===== config.mk =====
export PLATFORM = sky130hd
export DESIGN_NAME = timer_capture_and_compare
export DESIGN_NICKNAME = d
export VERILOG_FILES = /design/src/rtl/capcmp_pkg.sv /design/src/rtl/timer_capture_and_compare.sv
export SDC_FILE = /design/constraint.sdc
export NUM_CORES = 1
export LEC_CHECK = 0
export BUFFER_PORTS_ARGS = -buffer_cell sky130_fd_sc_hd__buf_2
export CORE_ASPECT_RATIO = 1.75
export CORE_MARGIN = 2
export CORE_UTILIZATION = 60
export CTS_CLUSTER_SIZE = 30
export DETAILED_ROUTE_END_ITERATION = 6
export PLACE_DENSITY = 0.86
export SYNTH_ARGS = -nofsm -noshare
export SYNTH_HDL_FRONTEND = slang
export SYNTH_SLANG_ARGS = --single-unit

===== constraint.sdc =====
create_clock -name clk_in -period 8.65 [get_ports clk_in]
set_clock_uncertainty 0.1 [all_clocks]
set_input_delay 1.2975 -clock clk_in [delete_from_list [all_inputs] [get_ports clk_in]]
set_output_delay 1.2975 -clock clk_in [all_outputs]
set_load 0.03 [all_outputs]

===== src/rtl/capcmp_pkg.sv =====
package capcmp_pkg;

    // register indices on the plain port
    localparam logic [3:0] ADDR_CAP_CTRL = 4'h0;
    localparam logic [3:0] ADDR_CAP_DATA = 4'h1;
    localparam logic [3:0] ADDR_CMP_CTRL = 4'h2;
    localparam logic [3:0] ADDR_CMP_PRI = 4'h3;
    localparam logic [3:0] ADDR_CMP_SEC = 4'h4;

    // capture control field positions
    localparam int CAP_IDLE_BIT = 13;
    localparam int CAP_TSEL_BIT = 7;
    localparam int CAP_CPI_LSB = 5;
    localparam int CAP_OVF_BIT = 4;
    localparam int CAP_NE_BIT = 3;
    localparam int CAP_MODE_LSB = 0;

    // compare control field positions
    localparam int CMP_IDLE_BIT = 13;
    localparam int CMP_FLT_BIT = 4;
    localparam int CMP_TSEL_BIT = 3;
    localparam int CMP_MODE_LSB = 0;

    // reset values
    localparam logic [15:0] CTRL_RESET = 16'h0000;
    localparam logic [15:0] CMPVAL_RESET = 16'h0000;

    // queue and prescale counts
    localparam int QUEUE_DEPTH = 4;
    localparam logic [3:0] PRESCALE_4 = 4'h3;
    localparam logic [3:0] PRESCALE_16 = 4'hf;

    // capture modes
    localparam logic [2:0] CAP_OFF = 3'h0;
    localparam logic [2:0] CAP_EVERY = 3'h1;
    localparam logic [2:0] CAP_FALL = 3'h2;
    localparam logic [2:0] CAP_RISE = 3'h3;
    localparam logic [2:0] CAP_RISE4 = 3'h4;
    localparam logic [2:0] CAP_RISE16 = 3'h5;
    localparam logic [2:0] CAP_UNUSED = 3'h6;
    localparam logic [2:0] CAP_WAKE = 3'h7;

    // compare modes
    localparam logic [2:0] CMP_OFF = 3'h0;
    localparam logic [2:0] CMP_SET_HIGH = 3'h1;
    localparam logic [2:0] CMP_SET_LOW = 3'h2;
    localparam logic [2:0] CMP_TOGGLE = 3'h3;
    localparam logic [2:0] CMP_PULSE = 3'h4;
    localparam logic [2:0] CMP_TRAIN = 3'h5;
    localparam logic [2:0] CMP_PWM = 3'h6;
    localparam logic [2:0] CMP_PWM_FLT = 3'h7;

    // pin side signals that travel together
    typedef struct packed {
        logic capture_input_pin;
        logic fault_input;
        logic cpu_idle;
        logic cpu_sleep;
    } pins_in_s;

    typedef struct packed {
        logic [15:0] timer_a;
        logic [15:0] timer_b;
    } timers_s;

    // compare pulse sequencing
    typedef enum logic [1:0] {PH_WAIT_RISE, PH_WAIT_FALL, PH_DONE} pulse_ph_e;

endpackage


===== src/rtl/timer_capture_and_compare.sv =====
// Function
// - each qualifying capture pin event latches the selected 16-bit timer into the queue unless it is full
// - capture timer select one picks timer_a, zero picks timer_b
// - captures held in a four-deep queue, read oldest first
// - interrupt after 1..4 captures per field code; ignored in every-edge mode
// - capture overflow flag read-only, cleared only by hardware
// - queue-not-empty flag is one while unread captures remain
// - mode 000 off, 110 disabled, 001 every edge, 010 falling, 011 rising
// - mode 100 captures every fourth rise, 101 every sixteenth rise
// - mode 111 is only a rising-edge interrupt source during sleep or idle
// - capture idle halt bit stops the capture channel in cpu idle
// - compare timer select one picks timer_b, zero picks timer_a
// - mode 001 starts low, match forces high, interrupt on rise
// - mode 010 starts high, match forces low, interrupt on fall
// - mode 011 keeps level, toggles per match, interrupt on both edges
// - mode 100 starts low, one pulse, interrupt on its fall
// - mode 101 starts low, continuous pulses, interrupt on each fall
// - pwm starts per primary value; 110 no interrupt, 111 fault interrupt
// - compare fault status set by pwm fault, cleared at timer zero with fault line high or by a control write
// - compare idle halt stops channel; mode 000 hands pin to gpio
`timescale 1ns/1ps
`default_nettype none

module timer_capture_and_compare #(
    parameter int TIMER_WIDTH = 16
) (
    // clock, reset, enable
    input wire logic clk_in,
    input wire logic sys_rst_in,
    input wire logic clk_en_in,
    // register port
    input wire logic [3:0] reg_addr_in,
    input wire logic [15:0] reg_wdata_in,
    input wire logic reg_wr_in,
    input wire logic reg_rd_in,
    output logic [15:0] reg_rdata_out,
    // pins and time bases
    input wire capcmp_pkg::pins_in_s pins_in,
    input wire capcmp_pkg::timers_s timers_in,
    input wire logic gpio_level_in,
    // events and pin outputs
    output logic capture_irq_out,
    output logic compare_irq_out,
    output logic compare_output_pin_out,
    output logic compare_output_oe_out
);
    import capcmp_pkg::*;

    // capture control state
    logic cap_idle_ff, cap_tsel_ff, cap_ovf_ff;
    logic [1:0] cpi_ff;
    logic [2:0] cap_mode_ff;
    logic [TIMER_WIDTH-1:0] queue_ff [QUEUE_DEPTH];
    logic [1:0] wr_ptr_ff, rd_ptr_ff;
    logic [2:0] count_ff;
    logic [3:0] pre_ff;
    logic [1:0] cap_cnt_ff;
    logic pin_prev_ff;

    // compare control state
    logic cmp_idle_ff, cmp_tsel_ff, cmp_flt_ff;
    logic [2:0] cmp_mode_ff;
    logic [15:0] pri_ff, sec_ff;
    logic out_ff, fault_prev_ff;
    pulse_ph_e ph_ff;

    // capture qualification
    logic rise, fall, cap_run, cap_evt, pop, push;
    logic [TIMER_WIDTH-1:0] cap_time;
    logic cap_ctrl_wr, cmp_ctrl_wr;

    function automatic logic [1:0] ptr_inc(input logic [1:0] p);
        ptr_inc = p + 2'h1;
    endfunction

    assign rise = pins_in.capture_input_pin & ~pin_prev_ff;
    assign fall = ~pins_in.capture_input_pin & pin_prev_ff;
    assign cap_run = ~(cap_idle_ff & pins_in.cpu_idle);
    assign cap_time = cap_tsel_ff ? timers_in.timer_a[TIMER_WIDTH-1:0]
                                  : timers_in.timer_b[TIMER_WIDTH-1:0];
    assign cap_ctrl_wr = reg_wr_in && reg_addr_in == ADDR_CAP_CTRL;
    assign cmp_ctrl_wr = reg_wr_in && reg_addr_in == ADDR_CMP_CTRL;
    assign pop = reg_rd_in && reg_addr_in == ADDR_CAP_DATA && count_ff != 3'h0;

    // edge selection per capture mode
    always_comb
    begin
        cap_evt = 1'b0;
        case (cap_mode_ff)
            CAP_EVERY: cap_evt = rise | fall;
            CAP_FALL: cap_evt = fall;
            CAP_RISE: cap_evt = rise;
            CAP_RISE4: cap_evt = rise && pre_ff[1:0] == PRESCALE_4[1:0];
            CAP_RISE16: cap_evt = rise && pre_ff == PRESCALE_16;
            default: cap_evt = 1'b0; // off, unused and wake-only capture nothing
        endcase
        cap_evt = cap_evt & cap_run;
    end

    // a full queue drops the new value and flags overflow
    assign push = cap_evt && (count_ff != 3'(QUEUE_DEPTH) || pop);

    always_ff @(posedge clk_in)
    begin
        if (sys_rst_in)
            pin_prev_ff <= 1'b0;
        else if (clk_en_in)
            pin_prev_ff <= pins_in.capture_input_pin;
    end

    // capture control register
    always_ff @(posedge clk_in)
    begin
        if (sys_rst_in)
        begin
            cap_idle_ff <= 1'b0;
            cap_tsel_ff <= 1'b0;
            cpi_ff <= 2'h0;
            cap_mode_ff <= CAP_OFF;
        end
        else if (clk_en_in && cap_ctrl_wr)
        begin
            cap_idle_ff <= reg_wdata_in[CAP_IDLE_BIT];
            cap_tsel_ff <= reg_wdata_in[CAP_TSEL_BIT];
            cpi_ff <= reg_wdata_in[CAP_CPI_LSB +: 2];
            cap_mode_ff <= reg_wdata_in[CAP_MODE_LSB +: 3];
        end
    end

    // prescaler counts rising edges; cleared on mode change
    always_ff @(posedge clk_in)
    begin
        if (sys_rst_in)
            pre_ff <= 4'h0;
        else if (clk_en_in)
        begin
            if (cap_ctrl_wr)
                pre_ff <= 4'h0;
            else if (rise && cap_run)
                pre_ff <= pre_ff + 4'h1;
        end
    end

    // capture queue: turning the channel off empties it
    always_ff @(posedge clk_in)
    begin
        if (sys_rst_in)
        begin
            wr_ptr_ff <= 2'h0;
            rd_ptr_ff <= 2'h0;
            count_ff <= 3'h0;
            cap_ovf_ff <= 1'b0;
            for (int i = 0; i < QUEUE_DEPTH; i++)
                queue_ff[i] <= '0;
        end
        else if (clk_en_in)
        begin
            if (cap_mode_ff == CAP_OFF)
            begin
                wr_ptr_ff <= 2'h0;
                rd_ptr_ff <= 2'h0;
                count_ff <= 3'h0;
                cap_ovf_ff <= 1'b0;
            end
            else
            begin
                if (push)
                begin
                    queue_ff[wr_ptr_ff] <= cap_time;
                    wr_ptr_ff <= ptr_inc(wr_ptr_ff);
                end
                if (pop)
                    rd_ptr_ff <= ptr_inc(rd_ptr_ff);
                count_ff <= count_ff + 3'(push) - 3'(pop);
                if (cap_evt && !push)
                    cap_ovf_ff <= 1'b1;
                else if (pop)
                    cap_ovf_ff <= 1'b0;
            end
        end
    end

    // capture interrupt counter and pulse
    always_ff @(posedge clk_in)
    begin
        if (sys_rst_in)
        begin
            cap_cnt_ff <= 2'h0;
            capture_irq_out <= 1'b0;
        end
        else if (clk_en_in)
        begin
            capture_irq_out <= 1'b0;
            if (cap_ctrl_wr)
                cap_cnt_ff <= 2'h0;
            else if (cap_mode_ff == CAP_WAKE)
                capture_irq_out <= rise && (pins_in.cpu_idle || pins_in.cpu_sleep);
            else if (cap_evt && cap_mode_ff == CAP_EVERY)
                capture_irq_out <= 1'b1;
            else if (cap_evt)
            begin
                if (cap_cnt_ff == cpi_ff)
                begin
                    cap_cnt_ff <= 2'h0;
                    capture_irq_out <= 1'b1;
                end
                else
                    cap_cnt_ff <= cap_cnt_ff + 2'h1;
            end
        end
    end

    // compare block
    logic cmp_run;
    logic [15:0] cmp_time;
    logic pri_hit, sec_hit, flt_fall, nxt_out, out_init;
    assign cmp_run = ~(cmp_idle_ff & pins_in.cpu_idle);
    assign cmp_time = cmp_tsel_ff ? timers_in.timer_b : timers_in.timer_a;
    assign pri_hit = cmp_run && cmp_time == pri_ff;
    assign sec_hit = cmp_run && cmp_time == sec_ff;
    assign flt_fall = ~pins_in.fault_input & fault_prev_ff;

    // entry level of the pin for a newly written mode
    always_comb
    begin
        case (reg_wdata_in[CMP_MODE_LSB +: 3])
            CMP_SET_LOW: out_init = 1'b1;
            CMP_OFF: out_init = gpio_level_in; // off keeps the gpio level
            CMP_TOGGLE: out_init = out_ff;
            CMP_PWM, CMP_PWM_FLT: out_init = pri_ff != 16'h0000;
            default: out_init = 1'b0;
        endcase
    end

    // compare control and value registers
    always_ff @(posedge clk_in)
    begin
        if (sys_rst_in)
        begin
            cmp_idle_ff <= 1'b0;
            cmp_tsel_ff <= 1'b0;
            cmp_mode_ff <= CMP_OFF;
            pri_ff <= CMPVAL_RESET;
            sec_ff <= CMPVAL_RESET;
        end
        else if (clk_en_in && reg_wr_in)
        begin
            if (cmp_ctrl_wr)
            begin
                cmp_idle_ff <= reg_wdata_in[CMP_IDLE_BIT];
                cmp_tsel_ff <= reg_wdata_in[CMP_TSEL_BIT];
                cmp_mode_ff <= reg_wdata_in[CMP_MODE_LSB +: 3];
            end
            if (reg_addr_in == ADDR_CMP_PRI)
                pri_ff <= reg_wdata_in;
            if (reg_addr_in == ADDR_CMP_SEC)
                sec_ff <= reg_wdata_in;
        end
    end

    // next output level per mode
    always_comb
    begin
        nxt_out = out_ff;
        case (cmp_mode_ff)
            CMP_SET_HIGH: nxt_out = pri_hit ? 1'b1 : out_ff;
            CMP_SET_LOW: nxt_out = pri_hit ? 1'b0 : out_ff;
            CMP_TOGGLE: nxt_out = pri_hit ? ~out_ff : out_ff;
            CMP_PULSE, CMP_TRAIN:
            begin
                if (ph_ff == PH_WAIT_RISE && pri_hit)
                    nxt_out = 1'b1;
                else if (ph_ff == PH_WAIT_FALL && sec_hit)
                    nxt_out = 1'b0;
            end
            CMP_PWM, CMP_PWM_FLT:
            begin
                // high from period start until the duty match
                if (pri_hit)
                    nxt_out = 1'b0;
                else if (cmp_run && cmp_time == 16'h0000)
                    nxt_out = pri_ff != 16'h0000;
                if (cmp_mode_ff == CMP_PWM_FLT && (cmp_flt_ff || !pins_in.fault_input))
                    nxt_out = 1'b0; // fault parks the pin low
            end
            default: nxt_out = out_ff;
        endcase
    end

    // pin, pulse phase, fault and interrupt
    always_ff @(posedge clk_in)
    begin
        if (sys_rst_in)
        begin
            out_ff <= 1'b0;
            ph_ff <= PH_WAIT_RISE;
            cmp_flt_ff <= 1'b0;
            fault_prev_ff <= 1'b1;
            compare_irq_out <= 1'b0;
            compare_output_pin_out <= 1'b0;
            compare_output_oe_out <= 1'b0;
        end
        else if (clk_en_in)
        begin
            fault_prev_ff <= pins_in.fault_input;
            compare_irq_out <= 1'b0;
            if (cmp_ctrl_wr)
            begin
                out_ff <= out_init;
                compare_output_oe_out <= reg_wdata_in[CMP_MODE_LSB +: 3] != CMP_OFF;
                compare_output_pin_out <= out_init;
                ph_ff <= PH_WAIT_RISE;
                cmp_flt_ff <= 1'b0;
            end
            else
            begin
                out_ff <= nxt_out;
                compare_output_oe_out <= cmp_mode_ff != CMP_OFF;
                compare_output_pin_out <= (cmp_mode_ff == CMP_OFF) ? gpio_level_in
                                                                   : nxt_out;
                case (cmp_mode_ff)
                    CMP_SET_HIGH: compare_irq_out <= nxt_out & ~out_ff;
                    CMP_SET_LOW: compare_irq_out <= ~nxt_out & out_ff;
                    CMP_TOGGLE: compare_irq_out <= nxt_out ^ out_ff;
                    CMP_PULSE, CMP_TRAIN:
                    begin
                        compare_irq_out <= ~nxt_out & out_ff;
                        if (ph_ff == PH_WAIT_RISE && nxt_out)
                            ph_ff <= PH_WAIT_FALL;
                        else if (ph_ff == PH_WAIT_FALL && !nxt_out)
                            ph_ff <= (cmp_mode_ff == CMP_TRAIN) ? PH_WAIT_RISE : PH_DONE;
                    end
                    CMP_PWM_FLT:
                    begin
                        if (flt_fall)
                        begin
                            cmp_flt_ff <= 1'b1;
                            compare_irq_out <= 1'b1;
                        end
                        else if (pins_in.fault_input && cmp_run && cmp_time == 16'h0000)
                            cmp_flt_ff <= 1'b0;
                    end
                    default: compare_irq_out <= 1'b0; // pwm without fault is silent
                endcase
            end
        end
    end

    // read data, valid in the cycle after the strobe
    always_ff @(posedge clk_in)
    begin
        if (sys_rst_in)
            reg_rdata_out <= 16'h0000;
        else if (clk_en_in)
        begin
            reg_rdata_out <= 16'h0000;
            if (reg_rd_in)
            begin
                case (reg_addr_in)
                    ADDR_CAP_CTRL:
                    begin
                        reg_rdata_out[CAP_IDLE_BIT] <= cap_idle_ff;
                        reg_rdata_out[CAP_TSEL_BIT] <= cap_tsel_ff;
                        reg_rdata_out[CAP_CPI_LSB +: 2] <= cpi_ff;
                        reg_rdata_out[CAP_OVF_BIT] <= cap_ovf_ff;
                        reg_rdata_out[CAP_NE_BIT] <= count_ff != 3'h0;
                        reg_rdata_out[CAP_MODE_LSB +: 3] <= cap_mode_ff;
                    end
                    ADDR_CAP_DATA: reg_rdata_out <= 16'(queue_ff[rd_ptr_ff]);
                    ADDR_CMP_CTRL:
                    begin
                        reg_rdata_out[CMP_IDLE_BIT] <= cmp_idle_ff;
                        reg_rdata_out[CMP_FLT_BIT] <= cmp_flt_ff;
                        reg_rdata_out[CMP_TSEL_BIT] <= cmp_tsel_ff;
                        reg_rdata_out[CMP_MODE_LSB +: 3] <= cmp_mode_ff;
                    end
                    ADDR_CMP_PRI: reg_rdata_out <= pri_ff;
                    ADDR_CMP_SEC: reg_rdata_out <= sec_ff;
                    default: reg_rdata_out <= 16'h0000;
                endcase
            end
        end
    end

endmodule

`default_nettype wire


* After elaboration in Yosys (flattened, before gate mapping)
Memory sizes are Yosys's and may differ from the RTL's. A register that Yosys moved wholly into a read port is not among the register bits.
Cells that the tools add are included.
** Word-level totals
- Logic and storage cells :: 209
- Output and inout bits :: 20
- Bits of input ports :: 62
- Bits in registers :: 84
- Memories :: 1
- Memory bits (writable) :: 64
** Operators by class
- Eq/ne operators :: 30
- $add $sub $neg :: 6
- Multiplexer cells :: 67
- Reduce and logical (&&, ||, !) cells :: 63
- Bitwise gates (word level) :: 17
** Memory list
- queue_ff :: depth 4, width 16, rd ports 1, clocked after Yosys merged registers in 1, wr ports 4, RTL line timer_capture_and_compare.sv:53 : logic [TIMER_WIDTH-1:0] queue_ff [QUEUE_DEPTH];
** Operator list (number)
- 2-to-1 mux 16 bit :: 4
- 2-to-1 mux 1 bit :: 34
- 2-to-1 mux 2 bit :: 17
- equality test 16 bit :: 2
- equality test 3 bit (second input constant) :: 9
- one-hot mux 5 bit (5 select lines) :: 1
- logical AND 1 bit :: 23
- equality test 3 x 2 -> 1 bit (second input constant) :: 6
- nonzero test 3 bit :: 6
- logical NOT 16 bit :: 1
- nonzero test 16 bit :: 1
- OR reduction 16 bit :: 1
- one-hot mux 1 bit (5 select lines) :: 3
- one-hot mux 5 bit (3 select lines) :: 1
- AND reduction 2 bit :: 7
- one-hot mux 3 bit (4 select lines) :: 1
- nonzero test 2 bit :: 6
- logical NOT 3 bit :: 3
- bitwise AND 1 bit :: 8
- equality test 4 x 2 -> 1 bit (second input constant) :: 2
- 2-to-1 mux 4 bit :: 2
- one-hot mux 1 bit (4 select lines) :: 2
- NOT 1 bit :: 7
- adder 2 x 1 -> 2 bit (second input constant) :: 3
- other kinds (24) :: 33

* Depth between registers and ports, before layout
Gate-level depths: netlist of the first run.
- Depth in word-level cells :: 13
- Gate-level depth with buffers :: 21
- Mapped depth without buffers :: 19

* Least setup slack after synthesis of the first run
No wires, ideal clock.
- Kind :: input -> register
- Start point :: input pins_in[3] (netlist bit)
- End point :: memory queue_ff[2][0] (enable)
- Buffers on the path :: 0
- Setup time :: 435 ps
- Path slack :: 3951 ps
- Cell stages on the path :: 6
- Data arrival time :: 4164 ps
- Cells stage by stage :: ha_1 -> nand2_1 -> a211o_1 -> a211oi_2 -> nand2_1 -> o41ai_1
** RTL lines
- start: declaration :: RTL line timer_capture_and_compare.sv:38 : input wire capcmp_pkg::pins_in_s pins_in,
- end: declaration :: RTL line timer_capture_and_compare.sv:53

* Final worst setup path of the first run
- Start point :: input timers_in[11] (netlist bit)
- End point :: register compare_irq_out
** On the way
- Word-level cells in the longest chain between the ends :: 11
- Elaborated cells between the ends (all ways) :: 24
- Classes of those cells :: 2 x eq/ne; 12 x mux; 4 x bitwise; 6 x reduce/logical
** Ends and longest elaborated chain
- start: declaration :: RTL line timer_capture_and_compare.sv:39 : input wire capcmp_pkg::timers_s timers_in,
- 2-to-1 mux 16 bit (*) :: RTL line timer_capture_and_compare.sv:218 : assign cmp_time = cmp_tsel_ff ? timers_in.timer_b : timers_in.timer_a;
- logical NOT 16 bit / equality test 16 bit (equally long branches) :: RTL line timer_capture_and_compare.sv:281, timer_capture_and_compare.sv:220
- logical AND 1 bit, on equally long branches :: RTL line timer_capture_and_compare.sv:281, timer_capture_and_compare.sv:220
- 2-to-1 mux 1 bit / logical AND 1 bit (equally long branches) :: RTL line timer_capture_and_compare.sv:281, timer_capture_and_compare.sv:273
- 2-to-1 mux 1 bit, on equally long branches :: RTL line timer_capture_and_compare.sv:279, timer_capture_and_compare.sv:273
- 2-to-1 mux 1 bit, on equally long branches :: RTL line timer_capture_and_compare.sv:283, timer_capture_and_compare.sv:271
- one-hot mux 1 bit (5 select lines) (*) :: RTL line timer_capture_and_compare.sv:265 : case (cmp_mode_ff)
- NOT 1 bit :: RTL line timer_capture_and_compare.sv:323, timer_capture_and_compare.sv:327
- bitwise AND 1 bit :: RTL line timer_capture_and_compare.sv:323, timer_capture_and_compare.sv:327
- one-hot mux 1 bit (4 select lines) (*) :: RTL line timer_capture_and_compare.sv:321 : case (cmp_mode_ff)
- 2-to-1 mux 1 bit (*) :: RTL line timer_capture_and_compare.sv:307 : if (cmp_ctrl_wr)
- end signal: assignment :: RTL line timer_capture_and_compare.sv:322 : CMP_SET_HIGH: compare_irq_out <= nxt_out & ~out_ff;
- end signal: assignment :: RTL line timer_capture_and_compare.sv:323 : CMP_SET_LOW: compare_irq_out <= ~nxt_out & out_ff;
- end signal: assignment :: RTL line timer_capture_and_compare.sv:327 : compare_irq_out <= ~nxt_out & out_ff;
- end: declaration :: RTL line timer_capture_and_compare.sv:43 : output logic compare_irq_out,
Mark *: on every way between the ends. The rest lies on a longest branch, timed or not.
A chain may end at the register's enable or synchronous reset.

==> impl_metrics.ini, run 1 <==
[floorplan]
dieHeight_um = 153
die_area_um2 = 13600
start_util_pct = 61.2
io_pins = 82
floorplan.die.width_um = 88.9
core_um2 = 12400
rows = 54

[timing]
maxSlewHeadroom_pct = 35.6
rsz0062_at_grt = false
worst_pin_slew_ns = 0.962
finalSetupViolCount = 0
finalMaxSlewViolations = 0
hold_viol = 0
min_period_ns = 4.31
fmaxAchievable_mhz = 232
holdWs_ns = 0.366
fin_crit_sh_pct = 49.8
fin_setup_tns_ns = 0

[logic_synthesis]
synth_cells = 798
ys_seq_elements = 150
yosys.cell_types.count = 62
syn-cell-area_um2 = 7560
syn_nets = 869
async_flop_share_pct = 0
yosys_warnings = 0
yosysSeqAreaShare_pct = 48.2
synth_edf_count = 64
syn_area_per_cell_um2 = 9.48
ys.flop_type = dfxtp_1

[status]
violations = DRC
status = complete, but fails checks

[pwr]
power_density_nw_per_um2 = 184
pwr-share-seq_pct = 47.7
comb_power_share_pct = 6.7
p_leak_nw = 3.03
vdd_drop_max_mv = 0.165
swShare_pct = 24.2
p_switching_mw = 0.384
total_power_mw = 1.59
intPower_mw = 1.20
clkPwrFrac_pct = 45.6

[finish]
instances_no_fill = 1036
diodes = 0
nNetsFinal = 926
area_delta_synth_final_pct = 13.9
fin_util_pct = 69.7
layout-drive-gt1-share_pct = 17.9

[clock_tree]
clock_sinks = 150
cts_tree = built
cts_root_buffer = clkbuf_16
clkLatencyLatePin_ns = 0.42
cts_resized = 0
clk_pin_slew_ns = 0.06
post-cts-setup-buffers = 0
cts_buffer_depth = 2
cts_buffers = 17
cts_max_level = 4
cts_hold_buf = 0

[global_route]
grt_overflow = 0
grt.total_usage_pct = 33.8
grt_pass1_wl_um = 34500
grt_pass1_vias = 6570
grt_start_max_net_pins = 81
grt_antenna_before_repair = 0

[worst_setup_path]
setup.worst_path.end_class = register
startpoint_type = primary input
crit_type = in -> reg
cp_max_fo = 3
worst_ep_required_time_ns = 8.90
arrival_ns = 4.55

[routing]
drc = 13
antenna_left = 0
routed_wl_um = 21700
drtIter0Drc = 717
vias = 6680
drt_first_pass_iters = 7
drt-wirelength-per-cell_um = 21.0
vias_per_cell = 6.45

[hold_path]
holdCritPathClass = reg -> reg

[place]
dpl.hpwl_um = 15400
dp_cells = 1004
routabilityCongestion = 0.998
port_buffers = 81

[flow_run]
cap_violations = 0
## path summary, 6_finish.rpt
check | start | endpoint | slack [ns] | depth (start not counted)
hold / removal | capture_irq_out | capture_irq_out | 0.37 | 2
setup / recovery | timers_in[11] | compare_irq_out | 4.34 | 20
hold reg to reg | capture_irq_out | capture_irq_out | 0.37 | 2
setup reg to reg | cmp_tsel_ff | compare_irq_out | 4.54 | 20
## cell families (layout without fill, tap and decap cells)
family | Yosys count | in the layout | share of synthesized area [%]
XOR/XNOR | 37 | 37 | 4.29
buffers and inverters | 70 | 140 | 3.89
AND/OR/NAND/NOR | 330 | 330 | 19.8
adder cells (fa/ha/maj) | 9 | 9 | 1.59
AO/OA/AOI/OAI | 149 | 149 | 12.3
multiplexers | 53 | 53 | 9.93
flip-flops | 150 | 150 | 48.2
## synth_stat cells (2+ instances only)
cell	n	area share [%]
clkbuf_1	40	2.0
mux2i_1	31	4.1
o211ai_1	3	0.30
nand4_1	7	0.58
edfxtp_1	64	25
nand2_1	135	6.7
or3_1	2	0.17
a31oi_1	10	0.83
xnor2_1	29	3.4
and3_1	6	0.50
ha_1	8	1.3
a222oi_1	15	2.0
nand3b_1	3	0.30
or4b_1	2	0.26
mux2i_2	5	0.91
nand3_1	22	1.5
nor4_1	19	1.6
nor4b_2	2	0.40
nand2b_1	6	0.50
nor3_1	10	0.66
nor2_1	103	5.1
and2_1	3	0.25
nor2b_1	2	0.17
a22oi_1	3	0.30
xor2_1	8	0.93
buf_2	6	0.40
o41ai_1	2	0.23
a21oi_1	84	5.6
mux4_2	16	4.8
dfxtp_1	86	23
inv_1	16	0.79
buf_1	4	0.20
nor4b_1	2	0.23
a211oi_1	2	0.20
o21ai_0	15	0.99
## per-layer routing
metal  global-route usage (%)  part of all wire, %
met1                     39.0                   35
met2                     54.7                   49
met3                     7.31                  7.8
met4                     22.9                  8.0
met5                        0                    0
## area by class of cell
class                      instances  area [µm²]
fill                             958        3750
multi-input combinational        578        3650
sequential                       150        3640
timing repair buffer              90         473
clock buffer                      20         458
tap                              168         210
clock inverter                    12         118
inverter                          18        67.6
## through the flow
step,setup slack [ns],cell area (µm²)
2_1_floorplan,3.95,7560
3_3_place_gp,4.19,8040
3_5_place_dp,4.04,8040
4_1_cts,4.38,8620
5_1_grt,3.91,8620
6_report,4.34,8620
## registers in the layout, indices dropped and copies added (netlist names), 2 cells and up, named ones only
signal and cells:
queue_ff 64, pri_ff 16, reg_rdata_out 16, sec_ff 16, pre_ff 4, cap_mode_ff 3, cmp_mode_ff 3, count_ff 3
cap_cnt_ff 2, cpi_ff 2, ph_ff 2, rd_ptr_ff 2, wr_ptr_ff 2
## power by group through the flow
stage               clock network (mW)  registers, mW  logic, mW
floorplan                            0          0.770     0.0576
global placement                     0          0.771      0.102
detailed placement                   0          0.771      0.104
CTS                              0.724          0.756      0.105
global route                     0.762          0.757      0.114
finish                           0.723          0.756      0.107
## placed cells by master (no fill, tap or decap), types with 18 or more instances in the layout
master and count:
a21oi_1 84, buf_2 81, clkbuf_16 18, dfxtp_1 86, edfxtp_1 64, mux2i_1 31, nand2_1 135, nand3_1 22
nor2_1 103, nor4_1 19, xnor2_1 29
## worst max-delay path, cell delays in order
cell      delay [ns]
buf_2           0.11
mux2i_1         0.40
xnor2_1         0.11
nor4_1          0.30
nand4_1         0.22
nor2_1          0.23
inv_1           0.10
ha_1            0.27
nand2b_1        0.16
nand3_1         0.12
a21oi_1         0.07
inv_1           0.11
and3_1          0.19
nand2_1         0.08
ha_1            0.28
o21ai_0         0.14
nand2_1         0.07
o21ai_0         0.09
nand2_1         0.07
a31oi_1         0.16
Power figures use the tool's default switching activity.
==> run 2: changes to the inputs <==
--- a/config.mk
+++ b/config.mk
@@ -8,10 +8,10 @@
 export BUFFER_PORTS_ARGS = -buffer_cell sky130_fd_sc_hd__buf_2
 export CORE_ASPECT_RATIO = 1.75
 export CORE_MARGIN = 2
-export CORE_UTILIZATION = 60
+export CORE_UTILIZATION = 53
 export CTS_CLUSTER_SIZE = 30
 export DETAILED_ROUTE_END_ITERATION = 6
-export PLACE_DENSITY = 0.86
+export PLACE_DENSITY = 0.81
 export SYNTH_ARGS = -nofsm -noshare
 export SYNTH_HDL_FRONTEND = slang
 export SYNTH_SLANG_ARGS = --single-unit
==> constraint.sdc (replaced) <==
create_clock -name clk_in -period 3.85 [get_ports clk_in]
set_clock_uncertainty 0.1 [all_clocks]
set_input_delay 0.5775 -clock clk_in [delete_from_list [all_inputs] [get_ports clk_in]]
set_output_delay 0.5775 -clock clk_in [all_outputs]
set_load 0.03 [all_outputs]
==> run 2 against run 1 <==
  * The run still ends with DRC left
  * Clock power rose by 130%
  * First-iteration DRC count rose by 27%
  * Global-route usage fell by 2.6 points
  * Largest cell class unchanged
  * Cell area rose by 3.2%
  * Register-to-register slack got worse by 4.4 ns
==> impl_metrics.ini, run 2 (synthesized netlist as in run 1, its figures left out) <==
[worst_setup_path]
worst_ep_required_time_ns = 4.12
startpoint_type = register
rr_worst_depth = 20
reg2reg_from = cmp_tsel_ff
worst_r2r_endpoint = compare_irq_out
setup.worst_path.end_class = register
r2r_slack_ns = 0.18
arrival_ns = 3.94
cp_max_fo = 6
crit_type = reg -> reg

[place]
dpl.hpwl_um = 16300
port_buffers = 81
routabilityCongestion = 1.10
dpl_cell_area_um2 = 8180
post-place-ws_ns = 0.0989

[floorplan]
rows = 57
core_um2 = 13900
dieHeight_um = 162
floorplan.die.width_um = 94.3
die_area_um2 = 15300
io_pins = 82
start_util_pct = 54.4

[finish]
final_common_cell = nand2_1
diodes = 0
top_register = queue_ff
final_cell_mix = nand2_1 (135), nor2_1 (102), dfxtp_1 (85)
area_delta_synth_final_pct = 17.6
largest_reg_flops = 64
layout-drive-gt1-share_pct = 20.8
fillers = 1106
fin_util_pct = 63.9
nNetsFinal = 947
fin_area_um2 = 8890

[timing]
finalMaxSlewViolations = 0
worst_pin_slew_ns = 0.961
fin_crit_sh_pct = 95.4
hold_viol = 0
fin_setup_tns_ns = 0
fmaxAchievable_mhz = 272
maxSlewHeadroom_pct = 35.8
finalSetupViolCount = 0
min_period_ns = 3.67
fin_ws_ns = 0.177

[status]
status = complete, but fails checks
violations = DRC

[global_route]
grt_overflow = 0
grt.total_usage_pct = 31.3
grt_pass1_vias = 6637
grt_pass1_wl_um = 35700
grt_start_max_net_pins = 81
grt_antenna_before_repair = 0

[pwr]
p_leak_nw = 3.16
vdd_drop_max_mv = 0.343
power_density_nw_per_um2 = 405

[clock_tree]
clock_sinks = 150
cts_buffer_depth = 2
clk_pin_slew_ns = 0.07
cts_buffers = 17
cts_tree = built
cts_hold_buf = 0
cts_max_level = 4
clkLatencyLatePin_ns = 0.44
cts_root_buffer = clkbuf_16

[routing]
antenna_left = 0
vias = 6807
routed_wl_um = 23700
vias_per_cell = 6.39
drt-wirelength-per-cell_um = 22.3
drc = 37
drtIter0Drc = 909
drt_first_pass_iters = 7

[flow_run]
cap_violations = 0

[hold_path]
min_from = reg_wdata_in[10]
min_to = sec_ff[10]
holdCritPathClass = in -> reg
hold_depth = 3
[run 2: cell count changes in the layout (fill, tap and decap cells not counted), sizes merged]
cell    change
inv         -3
clkinv      -1
buf        +19
bufinv      +1
clkbuf      +5
[run 2: worst max-delay path by stage]
stage	to	cells after the start	from	slack, ns
floorplan	queue_ff[2][0]	6	pins_in[3]	-0.13
global placement	compare_irq_out	20	timers_in[13]	0.17
detailed placement	compare_irq_out	20	timers_in[13]	0.1
CTS	compare_irq_out	20	cmp_tsel_ff	0.09
global route	compare_irq_out	20	cmp_tsel_ff	-0.06
finish	compare_irq_out	20	cmp_tsel_ff	0.18
[run 2: layer usage]
metal  track usage [%]  wire (µm)  up-vias
li1                  -          -     3023
met1              34.6       7810     3190
met2              52.1      11700      460
met3              6.91       2200      134
met4              22.5       2000        0
met5                 0          0        -
[run 2: power breakdown]
part           total, mW  internal (mW)  switching, mW
Sequential          1.70           1.68         0.0170
Clock               1.64          0.987          0.658
Combinational      0.255         0.0892          0.166
Total               3.60           2.76          0.840
[run 2: worst max-delay path, stage by stage (launching register included)]
cell and delay (ns):
dfxtp_4 0.41, buf_12 0.15, mux2i_2 0.29, xnor2_1 0.14
nor4_1 0.32, nand4_1 0.22, nor2_2 0.17, inv_1 0.07
ha_1 0.26, nand2b_1 0.15, nand3_1 0.10, a21oi_1 0.06
inv_1 0.10, and3_1 0.20, nand2_1 0.06, ha_1 0.26
o21ai_0 0.14, nand2_1 0.06, o21ai_0 0.09, nand2_1 0.07
a31oi_1 0.17
[run 2: cell type report]
| type | instances | area, µm² | share of cell area [%] |
|---|---|---|---|
| Clock buffer | 23 | 469 | 5.28 |
| Clock inverter | 9 | 103 | 1.15 |
| Inverter | 18 | 67.6 | 0.760 |
| Multi-Input combinational cell | 578 | 3710 | 41.7 |
| Sequential cell | 150 | 3650 | 41.0 |
| Tap cell | 177 | 221 | 2.49 |
| Timing Repair Buffer | 111 | 678 | 7.63 |
[run 2: repair_timing]
action	in CTS	in global routing
setup buffers	0	4
setup endpoints to repair	0	1
resized for setup	0	13
[run 2: per-stage QoR]
| stage | instances | power [mW] | hold WS, ns |
|---|---|---|---|
| global placement | 1028 | 1.97 | 0.352 |
| global route | 1066 | 3.68 | 0.308 |
| CTS | 1060 | 3.58 | 0.291 |
| detailed placement | 1028 | 1.97 | 0.354 |
| floorplan | 798 | 1.86 | 0.333 |
| finish | 1066 | 3.60 | 0.291 |
==> run 3: changes to the inputs <==
--- a/config.mk
+++ b/config.mk
@@ -12,6 +12,7 @@
 export CTS_CLUSTER_SIZE = 30
 export DETAILED_ROUTE_END_ITERATION = 6
 export PLACE_DENSITY = 0.81
+export SETUP_SLACK_MARGIN = 0.5
 export SYNTH_ARGS = -nofsm -noshare
 export SYNTH_HDL_FRONTEND = slang
 export SYNTH_SLANG_ARGS = --single-unit
==> run 3 against run 2 <==
  * Register-to-register slack about the same
  * Largest power group unchanged
  * Critical path type unchanged
  * The run still ends with DRC left
  * Highest routed layer unchanged
  * First-iteration DRC count rose by 16%
  * Sequential power about the same
==> impl_metrics.ini, run 3 (synthesized netlist as in run 1, its figures left out) <==
[global_route]
grt_overflow = 0
grt_start_max_net_pins = 81
grt_pass1_wl_um = 37600
grt_pass1_vias = 6857
grt.total_usage_pct = 33.2
grt_antenna_before_repair = 0

[pwr]
p_leak_nw = 3.27
power_density_nw_per_um2 = 395
p_switching_mw = 0.858
clkPwrFrac_pct = 45.4
intPower_mw = 2.77
swShare_pct = 23.6
pwr-share-seq_pct = 46.8
vdd_drop_max_mv = 0.342
comb_power_share_pct = 7.7

[finish]
largest_reg_flops = 64
layout-drive-gt1-share_pct = 23.9
final_cell_mix = nand2_1 (134), nor2_1 (102), dfxtp_1 (85)
area_delta_synth_final_pct = 21.7
fillers = 1032
instances_no_fill = 1078
final_common_cell = nand2_1
top_register = queue_ff
nNetsFinal = 959
diodes = 0
fin_util_pct = 66.2

[floorplan]
floorplan.die.width_um = 94.3
core_um2 = 13900
start_util_pct = 54.4
io_pins = 82
rows = 57
die_area_um2 = 15300
dieHeight_um = 162

[worst_setup_path]
setup.worst_path.end_class = register
crit_type = reg -> reg
reg2reg_from = cmp_tsel_ff
worst_ep_required_time_ns = 4.11
rr_worst_depth = 21
cp_max_fo = 6
arrival_ns = 3.93
r2r_slack_ns = 0.19
startpoint_type = register
worst_r2r_endpoint = compare_irq_out

[clock_tree]
clk_pin_slew_ns = 0.06
clkLatencyLatePin_ns = 0.43
clock_sinks = 150
cts_tree = built
cts_buffers = 17
cts_max_level = 4
cts_root_buffer = clkbuf_16
cts_buffer_depth = 2

[hold_path]
min_to = sec_ff[4]
hold_depth = 3
min_from = reg_wdata_in[4]
holdCritPathClass = in -> reg

[timing]
fmaxAchievable_mhz = 273
hold_viol = 0
maxSlewHeadroom_pct = 35.2
fin_crit_sh_pct = 95.2
finalSetupViolCount = 0
rsz0062_at_grt = true
worst_pin_slew_ns = 0.971
finalMaxSlewViolations = 0
holdWs_ns = 0.303
min_period_ns = 3.66

[place]
port_buffers = 81
dp_cells = 1028
dpl.hpwl_um = 16300
routabilityCongestion = 1.10

[flow_run]
cap_violations = 0

[routing]
drtIter0Drc = 1053
drc = 9
vias_per_cell = 6.46
vias = 6965
routed_wl_um = 25000
antenna_left = 0
drt_first_pass_iters = 7
drt-wirelength-per-cell_um = 23.2

[status]
status = complete, but fails checks
violations = DRC
==> run 3: worst max-delay path by stage <==
stage / startpoint / endpoint / slack [ns] / cells past startpoint
floorplan: pins_in[3] / queue_ff[2][0] / -0.13 / 6
global placement: timers_in[13] / compare_irq_out / 0.17 / 20
detailed placement: timers_in[13] / compare_irq_out / 0.1 / 20
CTS: cmp_tsel_ff / compare_irq_out / 0.39 / 20
global route: cmp_tsel_ff / compare_irq_out / 0.01 / 21
finish: cmp_tsel_ff / compare_irq_out / 0.19 / 21
==> run 3: power groups by stage <==
stage | combinational (mW) | sequential (mW) | clock, mW
3_5_place_dp | 0.239 | 1.73 | 0
4_1_cts | 0.259 | 1.70 | 1.64
3_3_place_gp | 0.236 | 1.73 | 0
5_1_grt | 0.296 | 1.70 | 1.71
2_1_floorplan | 0.129 | 1.73 | 0
6_report | 0.281 | 1.70 | 1.65
==> run 3: metal layers <==
metal | vias to the layer above | GRT usage, % | part of all wire, %
met5 | - | 0 | 0
met4 | 0 | 24.2 | 8.6
met3 | 149 | 7.14 | 9.0
met2 | 497 | 55.1 | 50
met1 | 3268 | 36.8 | 33
li1 | 3051 | - | -
==> run 3: stage by stage <==
step           setup slack, ns  area [µm²]  setup TNS (ns)  total power [mW]
2_1_floorplan           -0.129        7560           -4.14              1.86
3_3_place_gp             0.175        8180               0              1.97
3_5_place_dp            0.0989        8180               0              1.97
4_1_cts                  0.392        9060               0              3.60
5_1_grt                 0.0123        9200               0              3.71
6_report                 0.187        9200               0              3.63
==> run 3: worst max-delay path: stages, from the launching register on <==
cell and delay [ns]:
dfxtp_4 0.40, buf_16 0.15, buf_6 0.11, mux2i_4 0.26, xnor2_2 0.16, nor4_2 0.31
nand4_1 0.22, nor2_2 0.18, inv_2 0.07, ha_4 0.26, nand2b_4 0.11, nand3_2 0.08
a21oi_2 0.16, inv_1 0.08, and3_4 0.19, nand2_4 0.06, ha_4 0.19, o21ai_2 0.11
nand2_1 0.07, o21ai_1 0.10, nand2_1 0.06, a31oi_1 0.16
==> run 3: area by class of cell <==
class / count / area (µm²) / share of cell area (%)
repair buffers: 123 / 786 / 8.54
flip-flops and latches: 150 / 3650 / 39.6
clock buffers: 23 / 469 / 5.10
multi-input cells: 578 / 3910 / 42.5
clock inverters: 9 / 103 / 1.11
well taps: 177 / 221 / 2.41
inverters: 18 / 67.6 / 0.734
==> run 3: repair_timing <==
item / CTS / global route
resized for setup: 32 / 16
cloned: 2 / 0
pin swaps: 10 / 10
endpoints found under the setup margin: 1 / 3
hold buffers: 0 / 0
buffers inserted: 10 / 6
